$ cat src/core/crs_pkg.sv
// Constants, types and reset state shared by the CPU reset and interrupt
// signal block. Assumes one 250 MHz clock and an 8-bit register port.
package crs_pkg;

    localparam int CLK_HZ = 250_000_000;
    localparam int INIT_CYCLES = 4;
    localparam int HRST_TIME_MS = 1;
    localparam int HRST_CYCLES = HRST_TIME_MS * (CLK_HZ / 1000);
    localparam int CNT_W = 20;

    localparam int ADDR_W = 12;
    localparam int DATA_W = 8;
    localparam int N_IRQ = 16;
    localparam int EV_W = 4;
    localparam int SYNC_W = N_IRQ + 2;

    localparam logic [ADDR_W-1:0] ADDR_AT_CTRL = 12'h04e;
    localparam logic [ADDR_W-1:0] ADDR_PORT92 = 12'h092;
    localparam logic [ADDR_W-1:0] ADDR_TRIG_LO = 12'h4d0;
    localparam logic [ADDR_W-1:0] ADDR_TRIG_HI = 12'h4d1;
    localparam logic [ADDR_W-1:0] ADDR_EVT_STAT = 12'h0f0;
    localparam logic [ADDR_W-1:0] ADDR_EVT_MASK = 12'h0f1;
    localparam logic [ADDR_W-1:0] ADDR_PEND_LO = 12'h0f2;
    localparam logic [ADDR_W-1:0] ADDR_PEND_HI = 12'h0f3;
    localparam logic [ADDR_W-1:0] ADDR_CHMASK_LO = 12'h0f4;
    localparam logic [ADDR_W-1:0] ADDR_CHMASK_HI = 12'h0f5;

    localparam int P92_HOT_RESET = 0;
    localparam int P92_STRAP = 2;
    localparam int AT_KBD_RESET = 1;
    localparam int AT_FPU_EN = 4;
    localparam int AT_IGNORE_NUMERIC_ERROR = 5;

    localparam int EV_INIT = 0;
    localparam int EV_HRST = 1;
    localparam int EV_SHUTDOWN = 2;
    localparam int EV_FPU = 3;

    localparam int CH_TIMER = 0;
    localparam int CH_CASCADE = 2;
    localparam int CH_RTC = 8;
    localparam int CH_COPROC = 13;
    localparam logic [N_IRQ-1:0] TRIG_FIXED_EDGE = 16'h2105;
    localparam logic [N_IRQ-1:0] CHMASK_RST = 16'hffff;
    // Inverted lines read high while the synchroniser is still clear
    localparam logic [N_IRQ-1:0] SRC_PREV_RST = 16'h2100;
    // Enabled edges before the synchronised strap is valid
    localparam int STRAP_SYNC = 2;

    typedef enum logic {HM_PC, HM_ALT} crs_host_mode_t;
    typedef enum logic {PLS_IDLE, PLS_ACTIVE} crs_pls_t;

    typedef struct packed {
        logic [ADDR_W-1:0] addr;
        logic [DATA_W-1:0] wdata;
        logic wr;
        logic rd;
    } crs_reg_req_t;

    typedef struct packed {
        logic [SYNC_W-1:0] meta;
        logic [SYNC_W-1:0] stable;
    } crs_sync_t;

    typedef struct packed {
        crs_host_mode_t mode;
        logic strap_done;
        logic [1:0] strap_age;
        crs_pls_t pls;
        logic [CNT_W-1:0] cnt;
        logic pg_prev;
        logic [N_IRQ-1:0] src_prev;
        logic [N_IRQ-1:0] pending;
        logic [N_IRQ-1:0] chmask;
        logic [N_IRQ-1:0] trig;
        logic hot_reset;
        logic kbd_reset;
        logic fpu_en;
        logic ignore_numeric_error_req;
        logic fpu_prev;
        logic [EV_W-1:0] evt_stat;
        logic [EV_W-1:0] evt_mask;
        logic [DATA_W-1:0] rd_data;
        logic init_o;
        logic hrst_o;
        logic ignore_numeric_error_o;
        logic cpu_int_o;
        logic evt_irq_o;
    } crs_state_t;

    localparam crs_state_t ST_RST = '{
        mode: HM_PC,
        pls: PLS_IDLE,
        chmask: CHMASK_RST,
        src_prev: SRC_PREV_RST,
        default: '0
    };

endpackage : crs_pkg

$ cat src/core/crs_sync.sv
// Two-flop synchroniser bank for the pin inputs of the reset block.
// Assumes the inputs are asynchronous to clk_in.
`timescale 1ns/1ns
module crs_sync (
    input wire logic clk_in,
    input wire logic reset_in,
    input wire logic ce_in,
    input wire logic [crs_pkg::SYNC_W-1:0] d_in,
    output logic [crs_pkg::SYNC_W-1:0] q_out
);

    crs_pkg::crs_sync_t st;
    crs_pkg::crs_sync_t next_st;

    always_comb begin
        next_st = st;
        next_st.meta = d_in;
        next_st.stable = st.meta;
    end

    always_ff @(posedge clk_in or posedge reset_in) begin
        if (reset_in) begin
            st <= '0;
        end else if (ce_in) begin
            st <= next_st;
        end
    end

    assign q_out = st.stable;

endmodule : crs_sync

$ cat src/core/crs_cpu_ctrl.sv
// CPU-side reset, initialise and interrupt signals of a system I/O block.
// Assumes a 250 MHz clock, pins sampled through crs_sync, and an 8-bit
// register port with read data one cycle after the read strobe.
//
// Function
// In the compatible mode a hot reset, a shutdown or a keyboard reset gives a four-clock init pulse.
// A strap caught after reset picks the host mode, which decides what the shared outputs do.
// In the alternate mode power good rising, hot reset, shutdown or keyboard reset give a 1 ms host reset.
// System reset outputs are derived from the power good input of the supply; only host reset uses it, and only in the alternate mode.
// The shared input is channel 13 by default and acts as the numeric error input only when enabled.
// The CPU interrupt output is high while the controller holds a pending unmasked request.
// Two cascaded controllers serve fifteen request channels.
// Channel 0 comes from the timer counter 0 output, not from a pin.
// Requests trigger on rising edges, the clock and coprocessor lines on falling edges.
// Two trigger-mode registers switch single channels from edge to level triggering.
// External request inputs have no internal pull-ups.
// The block has a reset state forcing known values and an active state.
// A new event during a running pulse restarts its full length.
//
// The placing of the registers and the strobed register port were chosen for this implementation.
`timescale 1ns/1ns
module crs_cpu_ctrl #(
    parameter int unsigned HRST_CYCLES = crs_pkg::HRST_CYCLES
) (
    input wire logic clk_in,
    input wire logic reset_in,
    input wire logic ce_in,
    input wire crs_pkg::crs_reg_req_t reg_req_in,
    output logic [crs_pkg::DATA_W-1:0] reg_rd_data_out,
    input wire logic power_good_in,
    input wire logic mode_strap_in,
    input wire logic [crs_pkg::N_IRQ-1:0] irq_pins_in,
    input wire logic timer_zero_output_in,
    input wire logic cpu_shutdown_in,
    output logic cpu_init_pulse_out,
    output logic host_reset_out,
    output logic ignore_numeric_error_out,
    output logic cpu_interrupt_out,
    output logic evt_irq_out,
    output logic alt_mode_out
);

    localparam logic [crs_pkg::CNT_W-1:0] INIT_LOAD =
        crs_pkg::CNT_W'(crs_pkg::INIT_CYCLES);
    localparam logic [crs_pkg::CNT_W-1:0] HRST_LOAD =
        crs_pkg::CNT_W'(HRST_CYCLES);

    crs_pkg::crs_state_t st;
    crs_pkg::crs_state_t next_st;
    logic [crs_pkg::SYNC_W-1:0] pins_s;
    logic [crs_pkg::N_IRQ-1:0] src;
    logic [crs_pkg::N_IRQ-1:0] rise;
    logic [crs_pkg::N_IRQ-1:0] trig_eff;
    logic pg_s;
    logic strap_s;
    logic pg_rise;
    logic fpu_fall;
    logic ev_pc;
    logic ev_alt;
    logic load_init;
    logic load_hrst;

    // Pins carry no pull-ups; floating lines are the board's concern
    crs_sync u_sync (
        .clk_in(clk_in),
        .reset_in(reset_in),
        .ce_in(ce_in),
        .d_in({mode_strap_in, power_good_in, irq_pins_in}),
        .q_out(pins_s)
    );

    assign pg_s = pins_s[crs_pkg::N_IRQ];
    assign strap_s = pins_s[crs_pkg::N_IRQ+1];

    function automatic logic wr_hit(input crs_pkg::crs_reg_req_t r,
                                    input logic [crs_pkg::ADDR_W-1:0] a);
        wr_hit = r.wr && (r.addr == a);
    endfunction : wr_hit

    function automatic logic [crs_pkg::DATA_W-1:0] reg_read(
        input crs_pkg::crs_state_t s,
        input logic [crs_pkg::ADDR_W-1:0] a);
        logic [crs_pkg::DATA_W-1:0] v;
        v = 8'h00;
        unique case (a)
            crs_pkg::ADDR_AT_CTRL: begin
                v[crs_pkg::AT_KBD_RESET] = s.kbd_reset;
                v[crs_pkg::AT_FPU_EN] = s.fpu_en;
                v[crs_pkg::AT_IGNORE_NUMERIC_ERROR] = s.ignore_numeric_error_req;
            end
            crs_pkg::ADDR_PORT92: begin
                v[crs_pkg::P92_HOT_RESET] = s.hot_reset;
                v[crs_pkg::P92_STRAP] = (s.mode == crs_pkg::HM_ALT);
            end
            crs_pkg::ADDR_TRIG_LO: v = s.trig[7:0];
            crs_pkg::ADDR_TRIG_HI: v = s.trig[15:8];
            crs_pkg::ADDR_EVT_STAT: v = {4'h0, s.evt_stat};
            crs_pkg::ADDR_EVT_MASK: v = {4'h0, s.evt_mask};
            crs_pkg::ADDR_PEND_LO: v = s.pending[7:0];
            crs_pkg::ADDR_PEND_HI: v = s.pending[15:8];
            crs_pkg::ADDR_CHMASK_LO: v = s.chmask[7:0];
            crs_pkg::ADDR_CHMASK_HI: v = s.chmask[15:8];
            default: v = 8'h00;
        endcase
        reg_read = v;
    endfunction : reg_read

    always_comb begin
        next_st = st;

        // Mode strap caught once the cleared synchroniser holds the pin
        if (!st.strap_done) begin
            if (st.strap_age == 2'(crs_pkg::STRAP_SYNC)) begin
                next_st.mode = strap_s ? crs_pkg::HM_ALT : crs_pkg::HM_PC;
                next_st.strap_done = 1'b1;
            end else begin
                next_st.strap_age = st.strap_age + 2'h1;
            end
        end

        // Channel sources: timer on 0, cascade on 2, inverted on 8 and 13
        src = pins_s[crs_pkg::N_IRQ-1:0];
        src[crs_pkg::CH_TIMER] = timer_zero_output_in;
        src[crs_pkg::CH_CASCADE] = 1'b0;
        src[crs_pkg::CH_RTC] = ~pins_s[crs_pkg::CH_RTC];
        src[crs_pkg::CH_COPROC] = ~pins_s[crs_pkg::CH_COPROC];
        rise = src & ~st.src_prev;
        next_st.src_prev = src;
        trig_eff = st.trig & ~crs_pkg::TRIG_FIXED_EDGE;

        // Edge channels latch and clear by write-one; a new edge wins
        next_st.pending = st.pending;
        if (wr_hit(reg_req_in, crs_pkg::ADDR_PEND_LO)) begin
            next_st.pending[7:0] = st.pending[7:0] & ~reg_req_in.wdata;
        end
        if (wr_hit(reg_req_in, crs_pkg::ADDR_PEND_HI)) begin
            next_st.pending[15:8] = st.pending[15:8] & ~reg_req_in.wdata;
        end
        next_st.pending = (trig_eff & src)
            | (~trig_eff & (next_st.pending | rise));
        next_st.pending[crs_pkg::CH_CASCADE] = 1'b0;

        // Register writes
        if (wr_hit(reg_req_in, crs_pkg::ADDR_TRIG_LO)) begin
            next_st.trig[7:0] = reg_req_in.wdata;
        end
        if (wr_hit(reg_req_in, crs_pkg::ADDR_TRIG_HI)) begin
            next_st.trig[15:8] = reg_req_in.wdata;
        end
        if (wr_hit(reg_req_in, crs_pkg::ADDR_CHMASK_LO)) begin
            next_st.chmask[7:0] = reg_req_in.wdata;
        end
        if (wr_hit(reg_req_in, crs_pkg::ADDR_CHMASK_HI)) begin
            next_st.chmask[15:8] = reg_req_in.wdata;
        end
        if (wr_hit(reg_req_in, crs_pkg::ADDR_EVT_MASK)) begin
            next_st.evt_mask = reg_req_in.wdata[crs_pkg::EV_W-1:0];
        end
        if (wr_hit(reg_req_in, crs_pkg::ADDR_AT_CTRL)) begin
            next_st.kbd_reset = reg_req_in.wdata[crs_pkg::AT_KBD_RESET];
            next_st.fpu_en = reg_req_in.wdata[crs_pkg::AT_FPU_EN];
            next_st.ignore_numeric_error_req = reg_req_in.wdata[crs_pkg::AT_IGNORE_NUMERIC_ERROR];
        end
        if (wr_hit(reg_req_in, crs_pkg::ADDR_PORT92)) begin
            next_st.hot_reset = reg_req_in.wdata[crs_pkg::P92_HOT_RESET];
        end

        // Reset events: bits count only on a 0 to 1 change
        pg_rise = pg_s && !st.pg_prev;
        next_st.pg_prev = pg_s;
        ev_pc = (next_st.hot_reset && !st.hot_reset)
            || (next_st.kbd_reset && !st.kbd_reset)
            || cpu_shutdown_in;
        ev_alt = ev_pc || pg_rise || !pg_s;
        load_init = (next_st.mode == crs_pkg::HM_PC) && ev_pc;
        load_hrst = (next_st.mode == crs_pkg::HM_ALT) && ev_alt;

        // Pulse timer; any new event reloads the full length
        unique case (st.pls)
            crs_pkg::PLS_IDLE: begin
                if (load_init || load_hrst) begin
                    next_st.pls = crs_pkg::PLS_ACTIVE;
                end
            end
            crs_pkg::PLS_ACTIVE: begin
                if (!(load_init || load_hrst) && st.cnt == 20'h00001) begin
                    next_st.pls = crs_pkg::PLS_IDLE;
                end
            end
        endcase
        if (load_init) begin
            next_st.cnt = INIT_LOAD;
        end else if (load_hrst) begin
            next_st.cnt = HRST_LOAD;
        end else if (st.cnt != '0) begin
            next_st.cnt = st.cnt - 20'h00001;
        end

        // Numeric error seen only while the shared input is enabled for it
        fpu_fall = !pins_s[crs_pkg::CH_COPROC] && st.fpu_prev;
        next_st.fpu_prev = pins_s[crs_pkg::CH_COPROC];

        // Sticky event status, write one to clear, set wins over clear
        if (wr_hit(reg_req_in, crs_pkg::ADDR_EVT_STAT)) begin
            next_st.evt_stat = st.evt_stat
                & ~reg_req_in.wdata[crs_pkg::EV_W-1:0];
        end
        next_st.evt_stat[crs_pkg::EV_INIT] =
            next_st.evt_stat[crs_pkg::EV_INIT] | load_init;
        next_st.evt_stat[crs_pkg::EV_HRST] =
            next_st.evt_stat[crs_pkg::EV_HRST] | (load_hrst && pg_s);
        next_st.evt_stat[crs_pkg::EV_SHUTDOWN] =
            next_st.evt_stat[crs_pkg::EV_SHUTDOWN] | cpu_shutdown_in;
        next_st.evt_stat[crs_pkg::EV_FPU] =
            next_st.evt_stat[crs_pkg::EV_FPU]
            | (st.fpu_en && fpu_fall);

        // Read data stand only in the cycle after the strobe
        next_st.rd_data = reg_req_in.rd ? reg_read(st, reg_req_in.addr)
                                        : 8'h00;

        // Registered outputs; mode decides which shared function is live
        next_st.init_o = (next_st.mode == crs_pkg::HM_PC)
            && (next_st.cnt != '0);
        next_st.hrst_o = (next_st.mode == crs_pkg::HM_ALT)
            && (next_st.cnt != '0);
        next_st.ignore_numeric_error_o = (next_st.mode == crs_pkg::HM_PC)
            && next_st.ignore_numeric_error_req;
        next_st.cpu_int_o = |(next_st.pending & ~next_st.chmask);
        next_st.evt_irq_o = |(next_st.evt_stat & next_st.evt_mask);
    end

    always_ff @(posedge clk_in or posedge reset_in) begin
        if (reset_in) begin
            st <= crs_pkg::ST_RST;
        end else if (ce_in) begin
            st <= next_st;
        end
    end

    assign reg_rd_data_out = st.rd_data;
    assign cpu_init_pulse_out = st.init_o;
    assign host_reset_out = st.hrst_o;
    assign ignore_numeric_error_out = st.ignore_numeric_error_o;
    assign cpu_interrupt_out = st.cpu_int_o;
    assign evt_irq_out = st.evt_irq_o;
    assign alt_mode_out = (st.mode == crs_pkg::HM_ALT);
endmodule : crs_cpu_ctrl

$ cat config.mk
export PLATFORM = sky130hd
export DESIGN_NAME = crs_cpu_ctrl
export DESIGN_NICKNAME = d
export VERILOG_FILES = /design/src/core/crs_pkg.sv /design/src/core/crs_sync.sv /design/src/core/crs_cpu_ctrl.sv
export SDC_FILE = /design/constraint.sdc
export NUM_CORES = 1
export LEC_CHECK = 0
export ABC_AREA = 0
export BUFFER_PORTS_ARGS = -buffer_cell sky130_fd_sc_hd__buf_4
export CORE_UTILIZATION = 45
export DETAILED_ROUTE_END_ITERATION = 7
export PLACE_DENSITY = 0.72
export SKIP_CTS_REPAIR_TIMING = 1
export SLEW_MARGIN = 10
export SYNTH_ARGS = -nofsm -noshare
export SYNTH_HDL_FRONTEND = slang
export SYNTH_SLANG_ARGS = --single-unit
$ cat constraint.sdc
create_clock -name clk_in -period 7 [get_ports clk_in]
set_input_delay 0.7 -clock clk_in [delete_from_list [all_inputs] [get_ports clk_in]]
set_output_delay 0.7 -clock clk_in [all_outputs]
set_load 0.005 [all_outputs]
==> results of run 1 <==
stage by stage:
step / cells / util, % / setup WS (ns) / power, mW / hold slack [ns]
2_1_floorplan: 751 / - / 2.44 / 1.32 / 0.406
3_3_place_gp: 979 / 49.4 / 3.69 / 1.44 / 0.427
3_5_place_dp: 979 / 49.4 / 3.66 / 1.45 / 0.431
4_1_cts: 1011 / 52.8 / 4.07 / 2.34 / 0.440
5_1_grt: 1011 / 52.8 / 3.87 / 2.43 / 0.463
6_report: 1011 / 52.8 / 3.96 / 2.34 / 0.427
cells in the mapped netlist, drive strengths merged (16+ instances only):
cell / number
buf: 22
nand3: 19
nor2: 48
nand2: 60
inv: 25
a31oi: 16
mux2: 97
dfrtp: 127
nor3: 17
dfstp: 18
o21ai: 45
clkbuf: 29
a21oi: 42
kinds of logic (layout without fill, tap and decap cells):
logic type | Yosys count | after routing | share of synthesized area (%)
and+or+nand+nor | 221 | 221 | 16.0
AOI/OAI and AO/OA | 194 | 194 | 16.3
DFF | 145 | 145 | 46.7
muxes | 107 | 107 | 15.4
buffers and inverters | 76 | 116 | 4.51
xor gates and xnor gates | 5 | 5 | 0.560
adders and majority gates | 3 | 3 | 0.480
worst min-delay path by stage:
stage	end	slack (ns)	cells after the start	start
2_1_floorplan	st[82]	0.41	1	u_sync.q_out[8]
3_3_place_gp	st[82]	0.43	1	u_sync.q_out[8]
3_5_place_dp	st[82]	0.43	1	u_sync.q_out[8]
4_1_cts	st[82]	0.44	1	u_sync.q_out[8]
5_1_grt	st[82]	0.46	1	u_sync.q_out[8]
6_report	u_sync.q_out[15]	0.43	2	reset_in
power by group:
part / total [mW] / switching [mW] / internal (mW)
clock: 0.900 / 0.400 / 0.501
combinational: 0.418 / 0.233 / 0.184
sequential: 1.02 / 0.0978 / 0.925
registers in the layout, indices dropped and copies added (netlist names), named ones only:
name / count
ignore_numeric_error_out: 1
host_reset_out: 1
st: 98
alt_mode_out: 1
cpu_interrupt_out: 1
u_sync.q_out: 16
cpu_init_pulse_out: 1
u_sync.next_st: 16
reg_rd_data_out: 8
evt_irq_out: 1
critical path, stage by stage:
cell and delay [ns]:
buf_4 0.19, nor2b_1 0.64, nand2_1 0.26, a211o_1 0.47, nand2_1 0.40, a41oi_1 0.12
a311oi_1 0.40, a22oi_1 0.15
final cells by class:
class	instances	share of cell area, %
well taps	220	3.11
clock buffers	17	4.80
flip-flops and latches	145	41.2
multi-input cells	530	43.1
repair buffers	59	5.00
inverters	25	1.12
clock inverters	15	1.67
per-layer routing:
| metal | up-vias | share of wire, % |
|---|---|---|
| li1 | 2849 | - |
| met1 | 3171 | 45 |
| met2 | 267 | 44 |
| met3 | 33 | 8.1 |
| met4 | 0 | 2.0 |
| met5 | - | 0 |
==> flow_metrics.tcl, run 1 <==
set metrics [dict create \
    ys_top_cells_by_area "dfrtp_1, mux2_2, dfstp_2" \
    synth_edf_count 0 \
    hpwl_microns 13400 \
    fp.dieH_microns 134 \
    drc 0 \
    drive_gt1_share_pct 28.8 \
    ys.flop_type "dfrtp_1" \
    grt_setup_unrepaired "no" \
    mostFrequentLayoutCells "dfrtp_1, mux2_2, nand2_1, buf_4, nor2_1" \
    stdcell_area_sq_mm 0.00886 \
    grt_max_degree 92 \
    cp.required_ns 7.29 \
    power_density_mw_per_mm2 264 \
    cp-end-kind "flop" \
    clock_path_buffers 2 \
    final_common_cell "dfrtp_1" \
    reg2regPathDepth 9 \
    ir_drop_mv 0.187 \
    ys_ff_latch 145 \
    finalSetupViolCount 0 \
    antenna_found_initial 0 \
    timing.setup.tns_ns 0 \
    grt_first_pass_wirelength_microns 32100 \
    critPathKind "input pin to flop" \
    drt_pass1_iterations 5 \
    fmax_mhz 328 \
    vias 6320 \
    syn-cell-area_sq_mm 0.00782 \
    cp-start-kind "input pin" \
    worstPathMaxFanout 14 \
    hold_viol_final 0 \
    worst_pin_slew_ns 1.04 \
    p_leak_nw 3.67 \
    totalWireLength_microns 20200 \
    cp.arrival_ns 3.34 \
    worst_hold_path_type "input pin to async pin" \
    ys_warn_count 0 \
    core_sq_mm 0.0168 \
    place_area_sq_mm 0.00828 \
    grt_usage_pct 23.3 \
    ys_async_sr_fraction_pct 100 \
    synth_area_per_cell_sq_um 10.4 \
    numCtsBuffers 17 \
    maxCapViolCount 0 \
    multi_input_area_sq_mm 0.00382 \
    start_util_pct 46.7 \
    critPathLaunch "reg_req_in[11]" \
    reg2reg_slack_ns 4.18 \
    maxSlewViolCount 0 \
    clk_pin_slew_ns 0.06 \
    synth.yosys.seq_area_share_pct 46.7 \
    place_congestion 0.871 \
    via_per_inst 6.25 \
    synthDistinctLibCells 77 \
    io_buffers 56 \
    grt_overflow_total 0 \
    area_delta_synth_final_pct 13.3 \
    avgRoutedWirePerCell_microns 20.0 \
    synth_nets 799 \
    rr_endpoint "cpu_init_pulse_out" \
    ios 59 \
    nNetsFinal 826 \
    cts_tree "yes" \
    die_area_sq_mm 0.0179 \
    grt_pass1_vias 5891 \
    gr-max-usage-layer "met2" \
    antenna_left 0 \
    cp-endpoint "cpu_init_pulse_out" \
    diodes 0 \
    synth.largest_area_cell "dfrtp_1" \
    groute.layer.met3.usage_pct 5.90 \
    htree_levels 4 \
    max_slew_margin_pct 30.0 \
    period_share_pct 43.5 \
    fillers 1509 \
    grt.met2_usage_pct 33.6 \
    cts_root_buf "clkbuf_16" \
    dieWidth_microns 134 \
    core.rowCount 47 \
    first_iter_violations 611 \
    clock-sinks 145 \
    insertion_delay_ns 0.44 \
    reg2reg_from "st[91]" \
    syn_inst 751 \
    regArea_sq_mm 0.00365 \
    fin_crit_ns 3.04 \
    yosysTopAreaCellShare_pct 40.6 \
    met1_usage_pct 33.6 \
    status "complete, no violations" \
    skew_ns 0.00978 \
]
Note: power is estimated with default switching activity, not from simulation.
==> run 2: changes to the inputs <==
- ABC_AREA: 0 -> 1
- PLACE_DENSITY: 0.72 -> 0.74
- clock period: 7 -> 2.7 ns (I/O delays scaled with it)
==> run 2 against run 1 <==
Compared with the run above: the run now ends with hold timing left; flip-flop and latch count did not move; design area rose by 3.7%; register-to-register slack got worse by 3.8 ns; clock skew fell by 0.0014 ns; worst hold slack got worse by 0.47 ns; non-clock buffer count rose by 10; setup slack got worse by 3.6 ns; global-route usage rose by 1.2 points; final cell count rose by 35%; first-iteration DRC count rose by 2.9%; largest power group unchanged.
==> flow_metrics.tcl, run 2 <==
set metrics [dict create \
    ir_drop_mv 0.488 \
    place_congestion 0.932 \
    violations "hold timing" \
    period_share_pct 85.3 \
    start_util_pct 46.1 \
    io_buffers 56 \
    numCtsBuffers 17 \
    pwr-share-comb_pct 17.5 \
    grt_overflow_total 0 \
    fillers 1664 \
    ys_async_sr_fraction_pct 100 \
    cp.arrival_ns 2.62 \
    cp-start-kind "flop" \
    grt_max_degree 94 \
    stdcell_area_sq_mm 0.00919 \
    regMostFlops "st" \
    p_leak_nw 4.56 \
    ys_ff_latch 145 \
    hold_viol_final 15 \
    drive_gt1_share_pct 14.5 \
    synth.yosys.seq_area_share_pct 45.6 \
    clock-sinks 145 \
    critical_path.cell_chain "inv_1, ha_1, nand2_2, nor2_2, nand3b_1, o21ai_0, nor2_1, o211ai_2, nand2_1, nor2_1, nand2_1, nand2_1, nand2_1" \
    status "finished, violations left" \
    worst_hold_path_type "input pin to async pin" \
    place_area_sq_mm 0.00863 \
    insertion_delay_ns 0.43 \
    core.rowCount 48 \
    avgRoutedWirePerCell_microns 15.1 \
    worst_pin_slew_ns 0.846 \
    cp-end-kind "flop" \
    synth_nets 1132 \
    cpMaxStageDelayCell "dfrtp_1" \
    power_density_mw_per_mm2 631 \
    ys_warn_count 0 \
    vias 7209 \
    reg2reg_slack_ns 0.40 \
    fin_crit_ns 2.30 \
    clock_path_buffers 2 \
    synth.largest_area_cell "dfrtp_1" \
    area_delta_synth_final_pct 14.9 \
    holdWs_ns -0.0419 \
    p_sw_mw 1.75 \
    fin_util_pct 52.9 \
    syn_inst 1084 \
    synthDistinctLibCells 46 \
    critPathTopFamily "simple AND/OR/NAND/NOR gates" \
    grt_usage_pct 24.5 \
    syn-cell-area_sq_mm 0.00800 \
    synth_area_per_cell_sq_um 7.38 \
    p_int_mw 4.05 \
    timing.setup.tns_ns 0 \
    totalWireLength_microns 20600 \
    grt_pass1_vias 7156 \
    yosysMostFrequentCell "nand2_1" \
    seqPwrFrac_pct 44.1 \
    max_stage_delay_ns 0.42 \
    skew_ns 0.00842 \
    critPathKind "flop to flop" \
    p_sw_share_pct 30.2 \
    largest_register_ff_count 98 \
    fp.dieH_microns 135 \
    diodes 0 \
    critPathMostFrequentCell "nand2_1" \
    final_common_cell "nand2_1" \
    hpwl_microns 15200 \
    ios 59 \
    first_iter_violations 629 \
    mostFrequentLayoutCells "nand2_1, inv_1, o21ai_0, dfrtp_1, nor2_1" \
    core_sq_mm 0.0174 \
    cp.required_ns 3.02 \
    dp.cells 1336 \
    final_cells 1368 \
    grt_first_pass_wirelength_microns 34600 \
    nNetsFinal 1178 \
    clk_pin_slew_ns 0.07 \
    synth_common_cells "nand2_1, inv_1, o21ai_0" \
    ys_top_cells_by_area "dfrtp_1, nand2_1, o21ai_0" \
    die_area_sq_mm 0.0183 \
    antenna_found_initial 0 \
    cts_root_buf "clkbuf_16" \
    grt_setup_unrepaired "no" \
    drc 0 \
    p_clk_share_pct 38.4 \
    maxCapViolCount 0 \
    path_buf_inv 1 \
    worstPathMaxFanout 7 \
    via_per_inst 5.27 \
    fmax_mhz 434 \
    synth_edf_count 0 \
    yosysTopAreaCellShare_pct 39.7 \
    ys.flop_type "dfrtp_1" \
    antenna_left 0 \
    cts_tree "yes" \
    htree_levels 4 \
    drt_pass1_iterations 5 \
    dieWidth_microns 135 \
    finalSetupViolCount 0 \
    max_slew_margin_pct 43.6 \
    maxSlewViolCount 0 \
]
## run 2: changes by cell type in the layout (fill, tap and decap cells not counted), moves of 10 or more
| cell | before | now |
|---|---|---|
| nor3_1 | 16 | 6 |
| mux2_2 | 97 | 0 |
| a22oi_1 | 11 | 0 |
| a21oi_1 | 42 | 19 |
| inv_1 | 24 | 133 |
| a31oi_1 | 16 | 6 |
| o21ai_0 | 45 | 128 |
| nand2_1 | 60 | 331 |
| o22ai_1 | 6 | 20 |
| nor2_1 | 48 | 89 |
| nor2_2 | 0 | 11 |
| a21boi_0 | 12 | 2 |
| nand3_1 | 19 | 65 |
## run 2: final timing paths
path                                       to  depth (start not counted)         startpoint
min in group clk_in        u_sync.next_st[12]                          3    irq_pins_in[12]
setup reg to reg           cpu_init_pulse_out                         13             st[91]
max in group asynchronous              st[52]                          3           reset_in
hold / removal              cpu_interrupt_out                          2           reset_in
setup / recovery           cpu_init_pulse_out                         13             st[91]
hold reg to reg             u_sync.next_st[9]                          2  u_sync.next_st[9]
## run 2: routing by layer
metal	vias to the layer above	GRT usage (%)	wire length [microns]
met5	-	0	0
met2	205	41.5	10100
met4	0	10.4	568
met3	45	4.79	1020
met1	3389	30.4	8890
li1	3570	-	-
## run 2: per-stage QoR
step	power, mW	setup WS, ns	hold WS [ns]
detailed placement	3.60	0.429	0.429
global route	6.12	0.155	0.00536
finish	5.80	0.397	-0.0419
global placement	3.57	0.477	0.419
floorplan	3.28	0.626	0.387
CTS	5.84	0.414	-0.0383
## run 2: power groups by stage
| stage | sequential (mW) | clock, mW | combinational (mW) |
|---|---|---|---|
| after global routing | 2.58 | 2.36 | 1.18 |
| after global placement | 2.58 | 0 | 0.986 |
| after CTS | 2.55 | 2.27 | 1.02 |
| after detailed placement | 2.59 | 0 | 1.01 |
| after floorplan | 2.55 | 0 | 0.730 |
| final | 2.56 | 2.23 | 1.01 |
## run 2: logic make-up after synthesis
kind of cell    synth area share (%)
compound gates                  14.4
simple gates                    29.8
flops                           45.6
xor+xnor                       0.219
buf+inv                         9.56
fa+ha+maj                      0.469
## run 2: worst reg2reg max path, delay by kind of cell (launching register included)
family                     cells  cell delay [ns]
buffers and inverters          1             0.18
AOI/OAI and AO/OA              2             0.32
and+or+nand+nor                9             0.98
adders and majority gates      1             0.29
DFF                            1             0.42
## run 2: cell type report
cell class / count / area [sq um] / share of cell area, %
Sequential cell: 145 / 3650 / 39.7
Clock inverter: 10 / 76.3 / 0.831
Timing Repair Buffer: 69 / 568 / 6.18
Tap cell: 225 / 282 / 3.06
Inverter: 143 / 543 / 5.91
Multi-Input combinational cell: 754 / 3580 / 39.0
Clock buffer: 22 / 485 / 5.28
==> run 3: changes to the inputs <==
- ABC_AREA: 1 -> not set
- PLACE_DENSITY: 0.74 -> 0.61
- RECOVER_POWER: not set -> 100
==> run 3 against run 2 <==
Compared with the run above: the flow finishes with violations (capacitance limit, slew limit); flip-flop and latch count stayed put; clock skew grew 0.0023 ns; via count shrank 9.7%; total power up 9.2%; sequential share of layout area down 0.34 points; global-route usage rose by 1.1 points; worst hold slack better by 0.11 ns; register-to-register slack got worse by 0.29 ns; critical path depth fell by 6; combinational power is 35% higher; largest power group unchanged.
==> flow_metrics.tcl, run 3 (synthesis gave the netlist of run 1 again) <==
set metrics [dict create \
    status "finished, violations left" \
    violations "capacitance limit, slew limit" \
    grt.met2_usage_pct 37.9 \
    start_util_pct 46.7 \
    dieWidth_microns 134 \
    place_congestion 0.863 \
    avgRoutedWirePerCell_microns 20.5 \
    power_density_mw_per_mm2 683 \
    clk_pin_slew_ns 0.07 \
    fillers 1503 \
    grt_setup_unrepaired "no" \
    worst_hold_path_type "input pin to flop" \
    worst_pin_slew_ns 1.91 \
    cp.arrival_ns 2.89 \
    p_sw_mw 1.99 \
    maxCapViolCount 1 \
    p_leak_nw 3.89 \
    grt_first_pass_wirelength_microns 35000 \
    cp-start-kind "flop" \
    numCtsBuffers 17 \
    mostFrequentLayoutCells "dfrtp_1, mux2_2, buf_4, nand2_1, nor2_1" \
    critPathKind "flop to flop" \
    ios 59 \
    largest_register_ff_count 98 \
    antenna_found_initial 1 \
    grt_pass1_vias 6322 \
    cp-end-kind "flop" \
    grt_overflow_total 0 \
    grt_max_degree 100 \
    hpwl_microns 15600 \
    p_int_mw 4.34 \
    clock_path_buffers 2 \
    nNetsFinal 884 \
    grt_usage_pct 25.6 \
    max_slew_margin_pct -27.1 \
    cts_root_buf "clkbuf_16" \
    io_buffers 56 \
    core_sq_mm 0.0168 \
    first_iter_violations 645 \
    drive_gt1_share_pct 32.2 \
    reg2regPathDepth 7 \
    place_area_sq_mm 0.00872 \
    timing.setup.tns_ns 0 \
    p_clk_share_pct 37.3 \
    drc 0 \
    area_delta_synth_final_pct 18.5 \
    gr-max-usage-layer "met2" \
    antenna_left 0 \
    fp.dieH_microns 134 \
    cp.required_ns 3.00 \
    via_per_inst 6.08 \
    fmax_mhz 385 \
    regMostFlops "st" \
    cts_tree "yes" \
    worstHoldPathCells 2 \
    vias 6508 \
    ir_drop_mv 0.663 \
    stdcell_area_sq_mm 0.00927 \
    p_sw_share_pct 31.4 \
    die_area_sq_mm 0.0179 \
    htree_levels 4 \
    seqPwrFrac_pct 41.2 \
    pwr-share-comb_pct 21.4 \
    maxSlewViolCount 90 \
    drt_pass1_iterations 5 \
    hold_viol_final 0 \
    core.rowCount 47 \
    period_share_pct 96.2 \
    totalWireLength_microns 22000 \
    skew_ns 0.0107 \
    groute.layer.met3.usage_pct 5.63 \
    met1_usage_pct 37.1 \
    clock-sinks 145 \
    insertion_delay_ns 0.43 \
    finalSetupViolCount 0 \
    fin_crit_ns 2.60 \
    worstPathMaxFanout 10 \
    final_common_cell "dfrtp_1" \
]
==> run 3: cell count changes in the layout (fill, tap and decap cells not counted), sizes merged, moves of 14 or more <==
cell,delta
nor2,-58
o22ai,-14
nand3,-50
inv,-112
a21oi,+22
o21ai,-92
mux2,+97
clkbuf,+31
nand2,-282
==> run 3: power by group through the flow <==
stage	logic, mW	registers (mW)	clock network (mW)
5_1_grt	1.49	2.64	2.50
3_3_place_gp	1.31	2.63	0
2_1_floorplan	0.842	2.57	0
4_1_cts	1.35	2.60	2.40
3_5_place_dp	1.34	2.64	0
6_report	1.36	2.61	2.36
==> run 3: metal layers <==
layer	up-vias	part of all wire, %
li1	2964	-
met1	3270	46
met2	244	45
met3	30	6.9
met4	0	2.1
met5	-	0
==> run 3: per-stage QoR <==
stage / total power [mW] / cells / hold slack (ns) / util, % / worst slack, ns
floorplan: 3.42 / 751 / 0.391 / - / 0.290
global placement: 3.94 / 1036 / 0.175 / 52.0 / 0.0428
detailed placement: 3.97 / 1036 / 0.178 / 52.0 / 0.0106
CTS: 6.35 / 1068 / -0.280 / 55.5 / 0.0436
global route: 6.62 / 1069 / 0.0601 / 55.3 / 0.0103
finish: 6.33 / 1070 / 0.0655 / 55.3 / 0.102
==> run 3: final cells by class <==
type                       count  area, sq um  area share [%]
multi-input combinational    530         3850            41.5
sequential                   145         3650            39.4
timing repair buffer         117          812            8.76
clock buffer                  18          439            4.74
tap                          220          275            2.97
clock inverter                14          144            1.55
inverter                      25         95.1            1.03
antenna                        1         2.50          0.0270
==> run 3: final timing paths <==
check                                 from                 end  slack [ns]
min in group asynchronous         reset_in  u_sync.next_st[12]        0.30
setup reg to reg                    st[96]      host_reset_out        0.10
setup / recovery                    st[96]      host_reset_out        0.10
hold / removal             irq_pins_in[13]  u_sync.next_st[13]        0.07
hold reg to reg            u_sync.q_out[8]              st[82]        0.44
max in group asynchronous         reset_in  reg_rd_data_out[0]        0.80
==> run 3: critical path, cell delays in order (launching register included) <==
cell and delay [ns]:
dfrtp_1 0.50, or4_4 0.61, nor3_4 0.18, and2_4 0.25, o41ai_1 0.14, o31a_1 0.34
nor4b_4 0.32, a21oi_1 0.13
